`src/design/adc_link_pkg.sv`:
```
// Shared constants for the converter serial link, both ends
// What this block does
// - Host drives all converters from one clock
// - Async sync release aligns within one clock
// - Slave mode allows several instructions per period
// - Master mode runs one instruction per period
// - Result update uses offset and gain registers
// - Result read in progress blocks the update
// - Host finishes 24 clocks before ready low; GUARD_CYC is declared but no logic uses it
// - Data pin driven only while transmitting
// - Chip select holds off or enables transfers
// - Master mode: chip select low reuses stored read instruction
// - Continuous read enabled after first select high
// - Data pin defaults input; high bit reads
// - All-zero instruction writes result, no action
// - Default result rate gives long period
// - Mode high makes device the clock master
// - Master serial clock is quarter rate
// - Unread result overwritten, ready raised on the same edge
// - Mode low: host supplies the serial clock
// - Host clock at most master clock over ten
// - Pin turns to output six to eight clocks in slave mode, five in master mode
// - Idle period still updates result
// - Sync resets modulator count, keeps conversion
// - Stalled transfer resets link after 4 periods
package adc_link_pkg;
  // ==========================================
  // Timing, sizes, instruction codes and reset values
  localparam int CLK_HZ = 100000000;
  localparam int RESULT_HZ = 326;
  localparam int PERIOD_CYC = CLK_HZ / RESULT_HZ;
  localparam int GUARD_CYC = 24;
  localparam int TURN_CYC = 7;
  localparam int EDGE_LAG_CYC = 3;
  localparam int STALL_PERIODS = 4;
  localparam int SLAVE_DIV = 10;
  localparam int MASTER_DIV = 4;
  localparam int READ_BITS = 32;
  localparam int INSTR_BITS = 8;
  localparam int DATA_W = 32;
  localparam int FIFO_DEPTH = 32;
  localparam logic [7:0] INSTR_READ_BIT = 8'h80;
  localparam logic [7:0] INSTR_RESET = 8'h00;
  localparam logic [31:0] OFFSET_RESET = 32'h00000000;
  localparam logic [31:0] GAIN_RESET = 32'h00000001;
endpackage : adc_link_pkg

```
`src/design/adc_link_if.sv`:
```
// Interface joining the converter end and the controller end
interface adc_link_if;
  logic mode;
  logic sclk_dev;
  logic sclk_dev_oe;
  logic sclk_host;
  logic cs_n;
  logic result_ready_n;
  logic conversion_sync_n;
  logic sdio_dev;
  logic sdio_dev_oe;
  logic sdio_host;
  logic sdio_host_oe;
  logic serial_out_pin;
  modport dev (
    input mode, sclk_host, cs_n, conversion_sync_n, sdio_host,
    output sclk_dev, sclk_dev_oe, result_ready_n, sdio_dev, sdio_dev_oe,
    output serial_out_pin
  );
  modport host (
    output mode, sclk_host, cs_n, conversion_sync_n, sdio_host,
    output sdio_host_oe,
    input sclk_dev, sclk_dev_oe, result_ready_n, sdio_dev, sdio_dev_oe,
    input serial_out_pin
  );
endinterface : adc_link_if

```
`src/design/adc_dev_end.sv`:
```
// Converter end of the serial link
module adc_dev_end #(
  parameter int PERIOD_CYC = adc_link_pkg::PERIOD_CYC
) (
  // Clock and reset
  input wire logic mclk_in,
  input wire logic rst_in,
  // Link
  adc_link_if.dev link,
  // Result source and calibration
  input wire logic [31:0] raw_in,
  input wire logic [31:0] offset_in,
  input wire logic [31:0] gain_in,
  // Status
  output logic [23:0] mod_count_out,
  output logic [7:0] instr_out
);
  typedef enum {IDLE, INSTR, TURN, DATA, DONE} dev_state_t;
  dev_state_t state;
  logic [1:0] mode_s, cs_s, sync_s, sck_s, sdi_s;
  logic mode, cs_n, sync_n, sck;
  logic sck_prev;
  logic sck_rise, sck_fall;
  logic [31:0] period_cnt;
  logic [31:0] stall_cnt;
  logic [31:0] result_output_reg;
  logic [31:0] offset_cal_reg;
  logic [31:0] gain_cal_reg;
  logic [31:0] shreg;
  logic [7:0] instr;
  logic [5:0] bits;
  logic [3:0] turn_cnt;
  logic [1:0] div_cnt;
  logic mclk_sck;
  logic ready_n;
  logic cont_enabled;
  logic cs_seen_high;
  logic done_this_period;
  logic update_now;
  logic update_d;
  logic reading;
  // ==========================================
  // Input synchronisers
  always_ff @(posedge mclk_in or posedge rst_in) begin
    if (rst_in) begin
      mode_s <= '0;
      cs_s <= 2'h3;
      sync_s <= 2'h3;
      sck_s <= '0;
      sdi_s <= '0;
    end else begin
      mode_s <= {mode_s[0], link.mode};
      cs_s <= {cs_s[0], link.cs_n};
      sync_s <= {sync_s[0], link.conversion_sync_n};
      sck_s <= {sck_s[0], link.sclk_host};
      sdi_s <= {sdi_s[0], link.sdio_host};
    end
  end
  assign mode = mode_s[1];
  assign cs_n = cs_s[1];
  assign sync_n = sync_s[1];
  assign sck = mode ? mclk_sck : sck_s[1];
  always_ff @(posedge mclk_in or posedge rst_in) begin
    if (rst_in) sck_prev <= 1'b0;
    else sck_prev <= sck;
  end
  assign sck_rise = sck && !sck_prev;
  assign sck_fall = !sck && sck_prev;
  // ==========================================
  // Master serial clock divider
  always_ff @(posedge mclk_in or posedge rst_in) begin
    if (rst_in) begin
      div_cnt <= '0;
      mclk_sck <= 1'b0;
    end else if (mode && (state == INSTR || state == DATA)) begin
      div_cnt <= div_cnt + 2'h1;
      if (div_cnt == 2'h1) mclk_sck <= 1'b1;
      if (div_cnt == 2'h3) mclk_sck <= 1'b0;
    end else begin
      div_cnt <= '0;
      mclk_sck <= 1'b0;
    end
  end
  // ==========================================
  // Conversion period and modulator count
  assign update_now = (period_cnt == 32'(PERIOD_CYC - 1));
  always_ff @(posedge mclk_in or posedge rst_in) begin
    if (rst_in) begin
      period_cnt <= '0;
      update_d <= 1'b0;
      mod_count_out <= '0;
    end else begin
      period_cnt <= update_now ? '0 : period_cnt + 32'h1;
      update_d <= update_now;
      if (!sync_n) mod_count_out <= '0;
      else mod_count_out <= mod_count_out + 24'h1;
    end
  end
  always_ff @(posedge mclk_in or posedge rst_in) begin
    if (rst_in) begin
      offset_cal_reg <= adc_link_pkg::OFFSET_RESET;
      gain_cal_reg <= adc_link_pkg::GAIN_RESET;
    end else begin
      offset_cal_reg <= offset_in;
      gain_cal_reg <= gain_in;
    end
  end
  assign reading = (state == DATA) && instr[7];
  always_ff @(posedge mclk_in or posedge rst_in) begin
    if (rst_in) result_output_reg <= '0;
    else if (update_now && !reading)
      result_output_reg <=
          32'((raw_in - offset_cal_reg) * gain_cal_reg);
    else if (state == DONE && !instr[7] && instr == adc_link_pkg::INSTR_RESET)
      result_output_reg <= result_output_reg;
  end
  // ==========================================
  // Continuous read tracking
  always_ff @(posedge mclk_in or posedge rst_in) begin
    if (rst_in) begin
      cont_enabled <= 1'b0;
      cs_seen_high <= 1'b0;
    end else begin
      if (cs_n) cont_enabled <= 1'b1;
      if (cs_n) cs_seen_high <= 1'b1;
      else if (state == DONE) cs_seen_high <= 1'b0;
    end
  end
  // ==========================================
  // Transfer sequencer
  always_ff @(posedge mclk_in or posedge rst_in) begin
    if (rst_in) begin
      state <= IDLE;
      ready_n <= 1'b1;
      instr <= adc_link_pkg::INSTR_RESET;
      shreg <= '0;
      bits <= '0;
      turn_cnt <= '0;
      done_this_period <= 1'b0;
      stall_cnt <= '0;
    end else begin
      if (update_now) begin
        ready_n <= 1'b1;
        done_this_period <= 1'b0;
      end else if (update_d) begin
        ready_n <= 1'b0;
      end
      if (state != IDLE && !sck_rise && !sck_fall) begin
        stall_cnt <= stall_cnt + 32'h1;
      end else begin
        stall_cnt <= '0;
      end
      case (state)
        IDLE: begin
          if (mode && !ready_n && !cs_n && !done_this_period) begin
            if (cont_enabled && !cs_seen_high && instr[7]) begin
              shreg <= result_output_reg;
              bits <= '0;
              state <= TURN;
            end else begin
              bits <= '0;
              state <= INSTR;
            end
          end else if (!mode && !cs_n && sck_rise) begin
            shreg <= {31'h0, sdi_s[1]};
            bits <= 6'h1;
            state <= INSTR;
          end
        end
        INSTR: begin
          if (sck_rise) begin
            shreg <= {shreg[30:0], sdi_s[1]};
            bits <= bits + 6'h1;
          end
          if (sck_fall && bits == 6'(adc_link_pkg::INSTR_BITS)) begin
            instr <= shreg[7:0];
            shreg <= result_output_reg;
            bits <= '0;
            turn_cnt <= '0;
            state <= TURN;
          end
        end
        TURN: begin
          turn_cnt <= turn_cnt + 4'h1;
          if (turn_cnt == 4'(adc_link_pkg::TURN_CYC
              - adc_link_pkg::EDGE_LAG_CYC - 1)) begin
            state <= DATA;
          end
        end
        DATA: begin
          if (sck_fall) begin
            shreg <= {shreg[30:0], 1'b0};
            bits <= bits + 6'h1;
            if (bits == 6'(adc_link_pkg::READ_BITS - 1)) state <= DONE;
          end
        end
        DONE: begin
          done_this_period <= 1'b1;
          if (!mode) ready_n <= 1'b1;
          state <= IDLE;
        end
        default: state <= IDLE;
      endcase
      if (stall_cnt >= 32'(adc_link_pkg::STALL_PERIODS
          * PERIOD_CYC)) begin
        state <= IDLE;
      end
    end
  end
  // ==========================================
  // Pin drive
  assign link.result_ready_n = ready_n;
  assign link.sclk_dev = mclk_sck;
  assign link.sclk_dev_oe = mode;
  assign link.sdio_dev = shreg[31];
  assign link.sdio_dev_oe = (state == DATA) && instr[7];
  assign link.serial_out_pin = shreg[31];
  assign instr_out = instr;
endmodule : adc_dev_end

```
`src/flat_wrapper.sv`:
```
// flat-port wrapper written by rule: the top's interface ports become plain ports
module adc_dev_end_flat 
#(
  parameter int PERIOD_CYC = adc_link_pkg::PERIOD_CYC
)
  (mclk_in, rst_in, raw_in, offset_in, gain_in, mod_count_out, instr_out, link_mode, link_sclk_host, link_cs_n, link_conversion_sync_n, link_sdio_host, link_sclk_dev, link_sclk_dev_oe, link_result_ready_n, link_sdio_dev, link_sdio_dev_oe, link_serial_out_pin);
  adc_link_if link_i ();
  input wire logic mclk_in;
  input wire logic rst_in;
  input wire logic [31:0] raw_in;
  input wire logic [31:0] offset_in;
  input wire logic [31:0] gain_in;
  output logic [23:0] mod_count_out;
  output logic [7:0] instr_out;
  input wire logic [$bits(link_i.mode)-1:0] link_mode;
  input wire logic [$bits(link_i.sclk_host)-1:0] link_sclk_host;
  input wire logic [$bits(link_i.cs_n)-1:0] link_cs_n;
  input wire logic [$bits(link_i.conversion_sync_n)-1:0] link_conversion_sync_n;
  input wire logic [$bits(link_i.sdio_host)-1:0] link_sdio_host;
  output wire logic [$bits(link_i.sclk_dev)-1:0] link_sclk_dev;
  output wire logic [$bits(link_i.sclk_dev_oe)-1:0] link_sclk_dev_oe;
  output wire logic [$bits(link_i.result_ready_n)-1:0] link_result_ready_n;
  output wire logic [$bits(link_i.sdio_dev)-1:0] link_sdio_dev;
  output wire logic [$bits(link_i.sdio_dev_oe)-1:0] link_sdio_dev_oe;
  output wire logic [$bits(link_i.serial_out_pin)-1:0] link_serial_out_pin;
  assign link_i.mode = link_mode;
  assign link_i.sclk_host = link_sclk_host;
  assign link_i.cs_n = link_cs_n;
  assign link_i.conversion_sync_n = link_conversion_sync_n;
  assign link_i.sdio_host = link_sdio_host;
  assign link_sclk_dev = link_i.sclk_dev;
  assign link_sclk_dev_oe = link_i.sclk_dev_oe;
  assign link_result_ready_n = link_i.result_ready_n;
  assign link_sdio_dev = link_i.sdio_dev;
  assign link_sdio_dev_oe = link_i.sdio_dev_oe;
  assign link_serial_out_pin = link_i.serial_out_pin;
  adc_dev_end #(.PERIOD_CYC(PERIOD_CYC)) u_core (.mclk_in(mclk_in), .rst_in(rst_in), .link(link_i), .raw_in(raw_in), .offset_in(offset_in), .gain_in(gain_in), .mod_count_out(mod_count_out), .instr_out(instr_out));
endmodule
```
`config.mk`:
```
export PLATFORM = sky130hd
export DESIGN_NAME = adc_dev_end_flat
export DESIGN_NICKNAME = d
export VERILOG_FILES = /design/src/design/adc_link_pkg.sv /design/src/design/adc_link_if.sv /design/src/design/adc_dev_end.sv /design/src/flat_wrapper.sv
export SDC_FILE = /design/constraint.sdc
export NUM_CORES = 2
export LEC_CHECK = 0
export ABC_AREA = 0
export CAP_MARGIN = 20
export CORE_MARGIN = 8
export CORE_UTILIZATION = 45
export CTS_BUF_LIST = sky130_fd_sc_hd__clkbuf_2 sky130_fd_sc_hd__clkbuf_4 sky130_fd_sc_hd__clkbuf_8
export DETAILED_ROUTE_END_ITERATION = 16
export DONT_BUFFER_PORTS = 1
export GPL_TIMING_DRIVEN = 0
export PLACE_DENSITY_LB_ADDON = 0.15
export SLEW_MARGIN = 20
export SYNTH_ARGS = -nofsm -noshare
export SYNTH_HDL_FRONTEND = slang
export SYNTH_SLANG_ARGS = --single-unit
```
`constraint.sdc`:
```
create_clock -name mclk_in -period 14 [get_ports mclk_in]
set_clock_uncertainty 0.05 [all_clocks]
set_input_delay 1.4 -clock mclk_in [delete_from_list [all_inputs] [get_ports mclk_in]]
set_output_delay 1.4 -clock mclk_in [all_outputs]
set_load 0.02 [all_outputs]
```
# Word level (Yosys, flattened, before mapping)
# Index checks and enable logic that the tools add are counted.
[word_totals]
ramBits = 0
output_inout_bits = 38
elab_cells = 134
regBits = 285
inputBits = 103
rom_bits = 0
n_memories = 0
latchBits = 0
[classes]
n_div = 0
eq_ne = 24
shift = 0
n_reduce_logical = 37
n_bitwise = 0
mul = 1
n_lt_le_gt_ge = 1
addsub = 7
n_mux = 40
[op_table]
columns = ["op", "n"]
rows = [
  ["two-way mux 32 bit", 15],
  ["one-hot mux 32 bit (4 select lines)", 1],
  ["equality test 32 x 2 -> 1 bit, second input constant", 3],
  ["one-hot mux 32 bit (3 select lines)", 1],
  ["adder 32 x 1 -> 32 bit, second input constant", 2],
  ["equality test 32 x 3 -> 1 bit, second input constant", 2],
  ["equality test 32 x 1 -> 1 bit, second input constant", 1],
  ["equality test 32 x 19 -> 1 bit, second input constant", 1],
  ["equality test 32 x 4 -> 1 bit, second input constant", 1],
  ["greater-or-equal comparator 32 x 21 -> 1 bit, second input constant", 1],
  ["logical NOT 32 bit", 1],
  ["multiplier 32 x 32 -> 32 bit", 1],
  ["nonzero test 32 bit", 1],
  ["subtractor 32 bit", 1],
  ["two-way mux 6 bit", 5],
  ["adder 24 x 1 -> 24 bit, second input constant", 1],
  ["two-way mux 24 bit", 1],
  ["inequality test 3 x 1 -> 1 bit, second input constant", 6],
  ["one-hot mux 6 bit (3 select lines)", 1],
  ["logical AND 1 bit", 15],
  ["two-way mux 1 bit", 12],
  ["logical NOT 1 bit", 10],
  ["AND reduction 5 bit", 2],
  ["one-hot mux 4 bit (2 select lines)", 1],
  ["other kinds (18)", 24],
]

# Depth between registers and ports, before layout
[logic_depth]
ltp_word = 7
mapped_depth = 40
mapped_depth_nobuf = 40

# Least setup slack after synthesis
# No wires, ideal clock.
[synth_timing]
kind = "input to register"
from = "input raw_in[4]"
to = "register u_core.result_output_reg[31]"
stages = 39
required_ps = 13874
arrival_time_ps = 11256
setup_time_ps = 76
path_buffers = 1
path_slack_ps = 2618
path_cell_list = "ha_1 -> a21o_1 -> or3_1 -> o2111ai_1 -> a21oi_1 -> nand2b_1 -> nand2_1 -> nand2_1 -> xnor2_1 -> clkbuf_1 -> nand2_1 -> fa_1 -> inv_1 -> fa_1 -> inv_1 -> fa_1 -> inv_1 -> fa_1 -> (+3 left out) -> fa_1 -> fa_1 -> inv_1 -> fa_1 -> xnor2_1 -> xnor2_1 -> xnor2_1 -> xnor3_1 -> xnor3_1 -> xnor3_1 -> xor3_1 -> xnor3_1 -> xnor3_1 -> xnor3_1 -> xor2_1 -> xnor2_1 -> xnor3_1 -> o21ai_1"
[synth_via]
elab_chain_len = 2
[synth_lines]
columns = ["item", "line_no", "source"]
rows = [
  ["start: declaration", "flat_wrapper.sv:10", "input wire logic [31:0] raw_in;"],
  ["subtractor 32 bit", "adc_dev_end.sv:113", "32'((raw_in - offset_cal_reg) * gain_cal_reg);"],
  ["multiplier 32 x 32 -> 32 bit", "adc_dev_end.sv:113", ""],
  ["end signal: assignment", "adc_dev_end.sv:112", "result_output_reg <="],
  ["end signal: assignment", "adc_dev_end.sv:115", "result_output_reg <= result_output_reg;"],
  ["end: declaration", "adc_dev_end.sv:26", "logic [31:0] result_output_reg;"],
]
# Every way passes these cells.
# A chain may end at the register's enable or synchronous reset.

# Worst setup path after layout
# Same ends and word-level chain as after synthesis.

==> results.md <==
* Cts repair resizes at 0
* Met2 wire len at 34,800 um
* Iteration-0 DRC Markers at 1,136
* CP arrival at 13.18 ns
* Hold depth at 0
* Gpl congestion at 0.929
* # DRC at 0
* DIE AREA at 0.0690 mm^2
* Type of the worst setup path: primary input to flip-flop
* CP Capture Type: flip-flop
* CTS tree: yes
* Initial Utilization at 0.455
* Most used cell along the critical path: fa_1
* GR Util All Layers at 0.221
* Syn Std Cell Area at 0.0274 mm^2
* HP Start: u_core.mode_s[0]
* Worst-case reg-to-reg path depth at 40
* Number of flops mapped to enable cells by yosys at 0
* Hold_buf cts at 0
* WP data required at 14.49 ns
* Met1 wire length at 33,400 um
* Synth top area cells: fa_1, dfrtp_1, ha_1
* Port Buf Inserts at 0
* HP Class: flip-flop to flip-flop
* Die Y at 263 um
* Largest net degree at the start of global routing at 78
* Detail Placement HPWL at 61,900 um
* Tcrit/Tclk final at 0.907
* Yosys warnings at 0
* Worst-margin pin slew at 1.18 ns
* Worst R2R Start: u_core.offset_cal_reg[4]
* Yosys top cell area share at 0.299
* CP max-delay cell: xnor2_1
* CTS max path bufs at 3
* Post-Syn Instances at 2,870
* Die W at 263 um
* Hold Crit Endpoint: u_core.mode_s[1]
* Fin util at 0.490
* Worst Hold Slack at 0.299 ns
* Yosys reg bits at 256
* Highest clock rate at 78.8 MHz
* Slowest stage delay, CP at 0.88 ns
* Reg2Reg Capture Point: u_core.result_output_reg[31]
* Worst setup margin at 1.31 ns
* Clk sink count at 256
* Layout area overhead at 7.82%
* Num ports at 141
* Final min period at 12.69 ns
* Fin nets at 3,600
* Final hold violation count at 0
* CTS H-tree lvls at 2
* Routed len/inst at 20.4 um
* Max cap viols at 0
* Final Max Slew Viols at 0
* Avg Cell Area, Syn at 9.55 um^2
* Layout cells sized above 1 at 0.0419
* Initial antenna violation count at 10
* Clk Latency, worst-skew pair at 0.66 ns
* Post-synth top area cell: fa_1
* Row Count at 90
* Netlist cell types at 61
* Vias at 19.8k
* DR vias/cell at 5.28
* Vias in the first global route at 20.9k
* Post-synth ARST share at 1.00
* Detail Route met3 WL at 5560 um
* Core box area at 0.0602 mm^2
* Total gr overflow at 0
* Worst rel slew slack at 0.211
* Root buffer cell: clkbuf_8
* Sum of negative setup slack at 0 ns
* Final setup viols at 0
* Status: finished, final reports clean
* Final wirelength at 76,300 um
* Sequential area share after synthesis at 0.234
* Remaining antenna violation count at 0
* First-pass detailed-route iteration total at 5
* R2r setup slk at 1.70 ns
* Ys flop type: dfrtp_1
* Crit-path max FO at 10
* Net count after synthesis at 3,545
* DP Worst Slack at 0.769 ns
* RSZ-0062 raised after global routing: false
* Top layer in use: met5
* Cts bufs inserted at 47
* Postcts setup bufs at 0
* First-pass GRT wire length at 120,000 um
* CP startpoint kind: primary input
* Clk slew on worst S/H paths at 0.06 ns
==> cell usage in the layout, fill, tap and decap left out, drive strengths merged, types with 32 or more instances in the layout <==
master	synthesis	layout
inv	478	479
fa	409	409
nand2	343	343
dfrtp	250	250
and2	221	221
clkbuf	119	189
ha	163	163
nor2	127	127
xnor2	104	104
a21oi	95	95
o21ai	66	66
xor2	56	56
nand3	52	52
nor2b	48	48
and3	37	37
nand2b	36	36
a21o	32	32
==> synthesized netlist by cell type, types with 7 or more instances <==
cell type	count
o21a_1	9
nand4_1	23
o21ai_0	61
xor2_1	56
mux2_2	14
fa_1	409
a22oi_1	31
nor3_1	20
a21oi_1	95
nor2b_1	48
nand2b_1	36
xnor3_1	11
nor4b_1	8
nor4_1	8
and2_1	221
nand3_1	52
nor2_1	127
dfrtp_1	250
a21o_1	32
or3_1	10
xnor2_1	104
clkbuf_1	119
inv_1	478
and3_1	37
o21bai_1	8
nor3b_1	7
ha_1	163
nand2_1	343
==> through the flow <==
stage,instance area [um^2],cells
after floorplan,27400,2870
after global placement,28400,3652
after detailed placement,28500,3657
after CTS,29500,3743
after global routing,29500,3748
final,29500,3750
==> critical path: cells and delay by family <==
kind / cells / cell delay (ns)
xor+xnor: 14 / 4.60
simple gates: 5 / 0.88
buf+inv: 7 / 0.90
compound gates: 4 / 0.87
fa+ha+maj: 9 / 4.54
==> worst max-delay path by stage <==
stage	to	depth (start not counted)	slack [ns]	from
after floorplan	u_core.result_output_reg[31]	39	2.62	raw_in[4]
after global placement	u_core.result_output_reg[31]	39	0.75	raw_in[4]
after detailed placement	u_core.result_output_reg[31]	39	0.77	raw_in[4]
after CTS	u_core.result_output_reg[31]	39	1.35	raw_in[4]
after global routing	u_core.result_output_reg[31]	39	0.83	raw_in[4]
final	u_core.result_output_reg[31]	39	1.31	raw_in[4]
==> cells by family after synthesis <==
logic type                 after synthesis  share of synthesized area
DFF                                    256                      0.234
AOI/OAI and AO/OA                      298                     0.0676
adders and majority gates              572                      0.373
xor gates and xnor gates               173                     0.0619
and+or+nand+nor                        955                      0.174
buffers and inverters                  598                     0.0821
muxes                                   18                    0.00722
==> final cells by class <==
| cell class | instances | area (um^2) |
|---|---|---|
| clock buffer | 70 | 882 |
| antenna | 6 | 15.0 |
| buffer | 120 | 454 |
| timing repair buffer | 6 | 103 |
| multi-input combinational | 2016 | 18700 |
| inverter | 478 | 1800 |
| tap | 782 | 978 |
| fill | 5698 | 30700 |
| sequential | 256 | 6410 |
| clock inverter | 16 | 143 |
==> metal layers <==
metal | vias up | track usage
met2 | 586 | 0.351
met5 | - | 0
met4 | 12 | 0.0770
met3 | 124 | 0.0494
li1 | 9042 | -
met1 | 10000 | 0.296
Power is left out: the tool's default activity adds up to more than one toggle a clock period on the data nets, which glitch-free logic cannot reach.
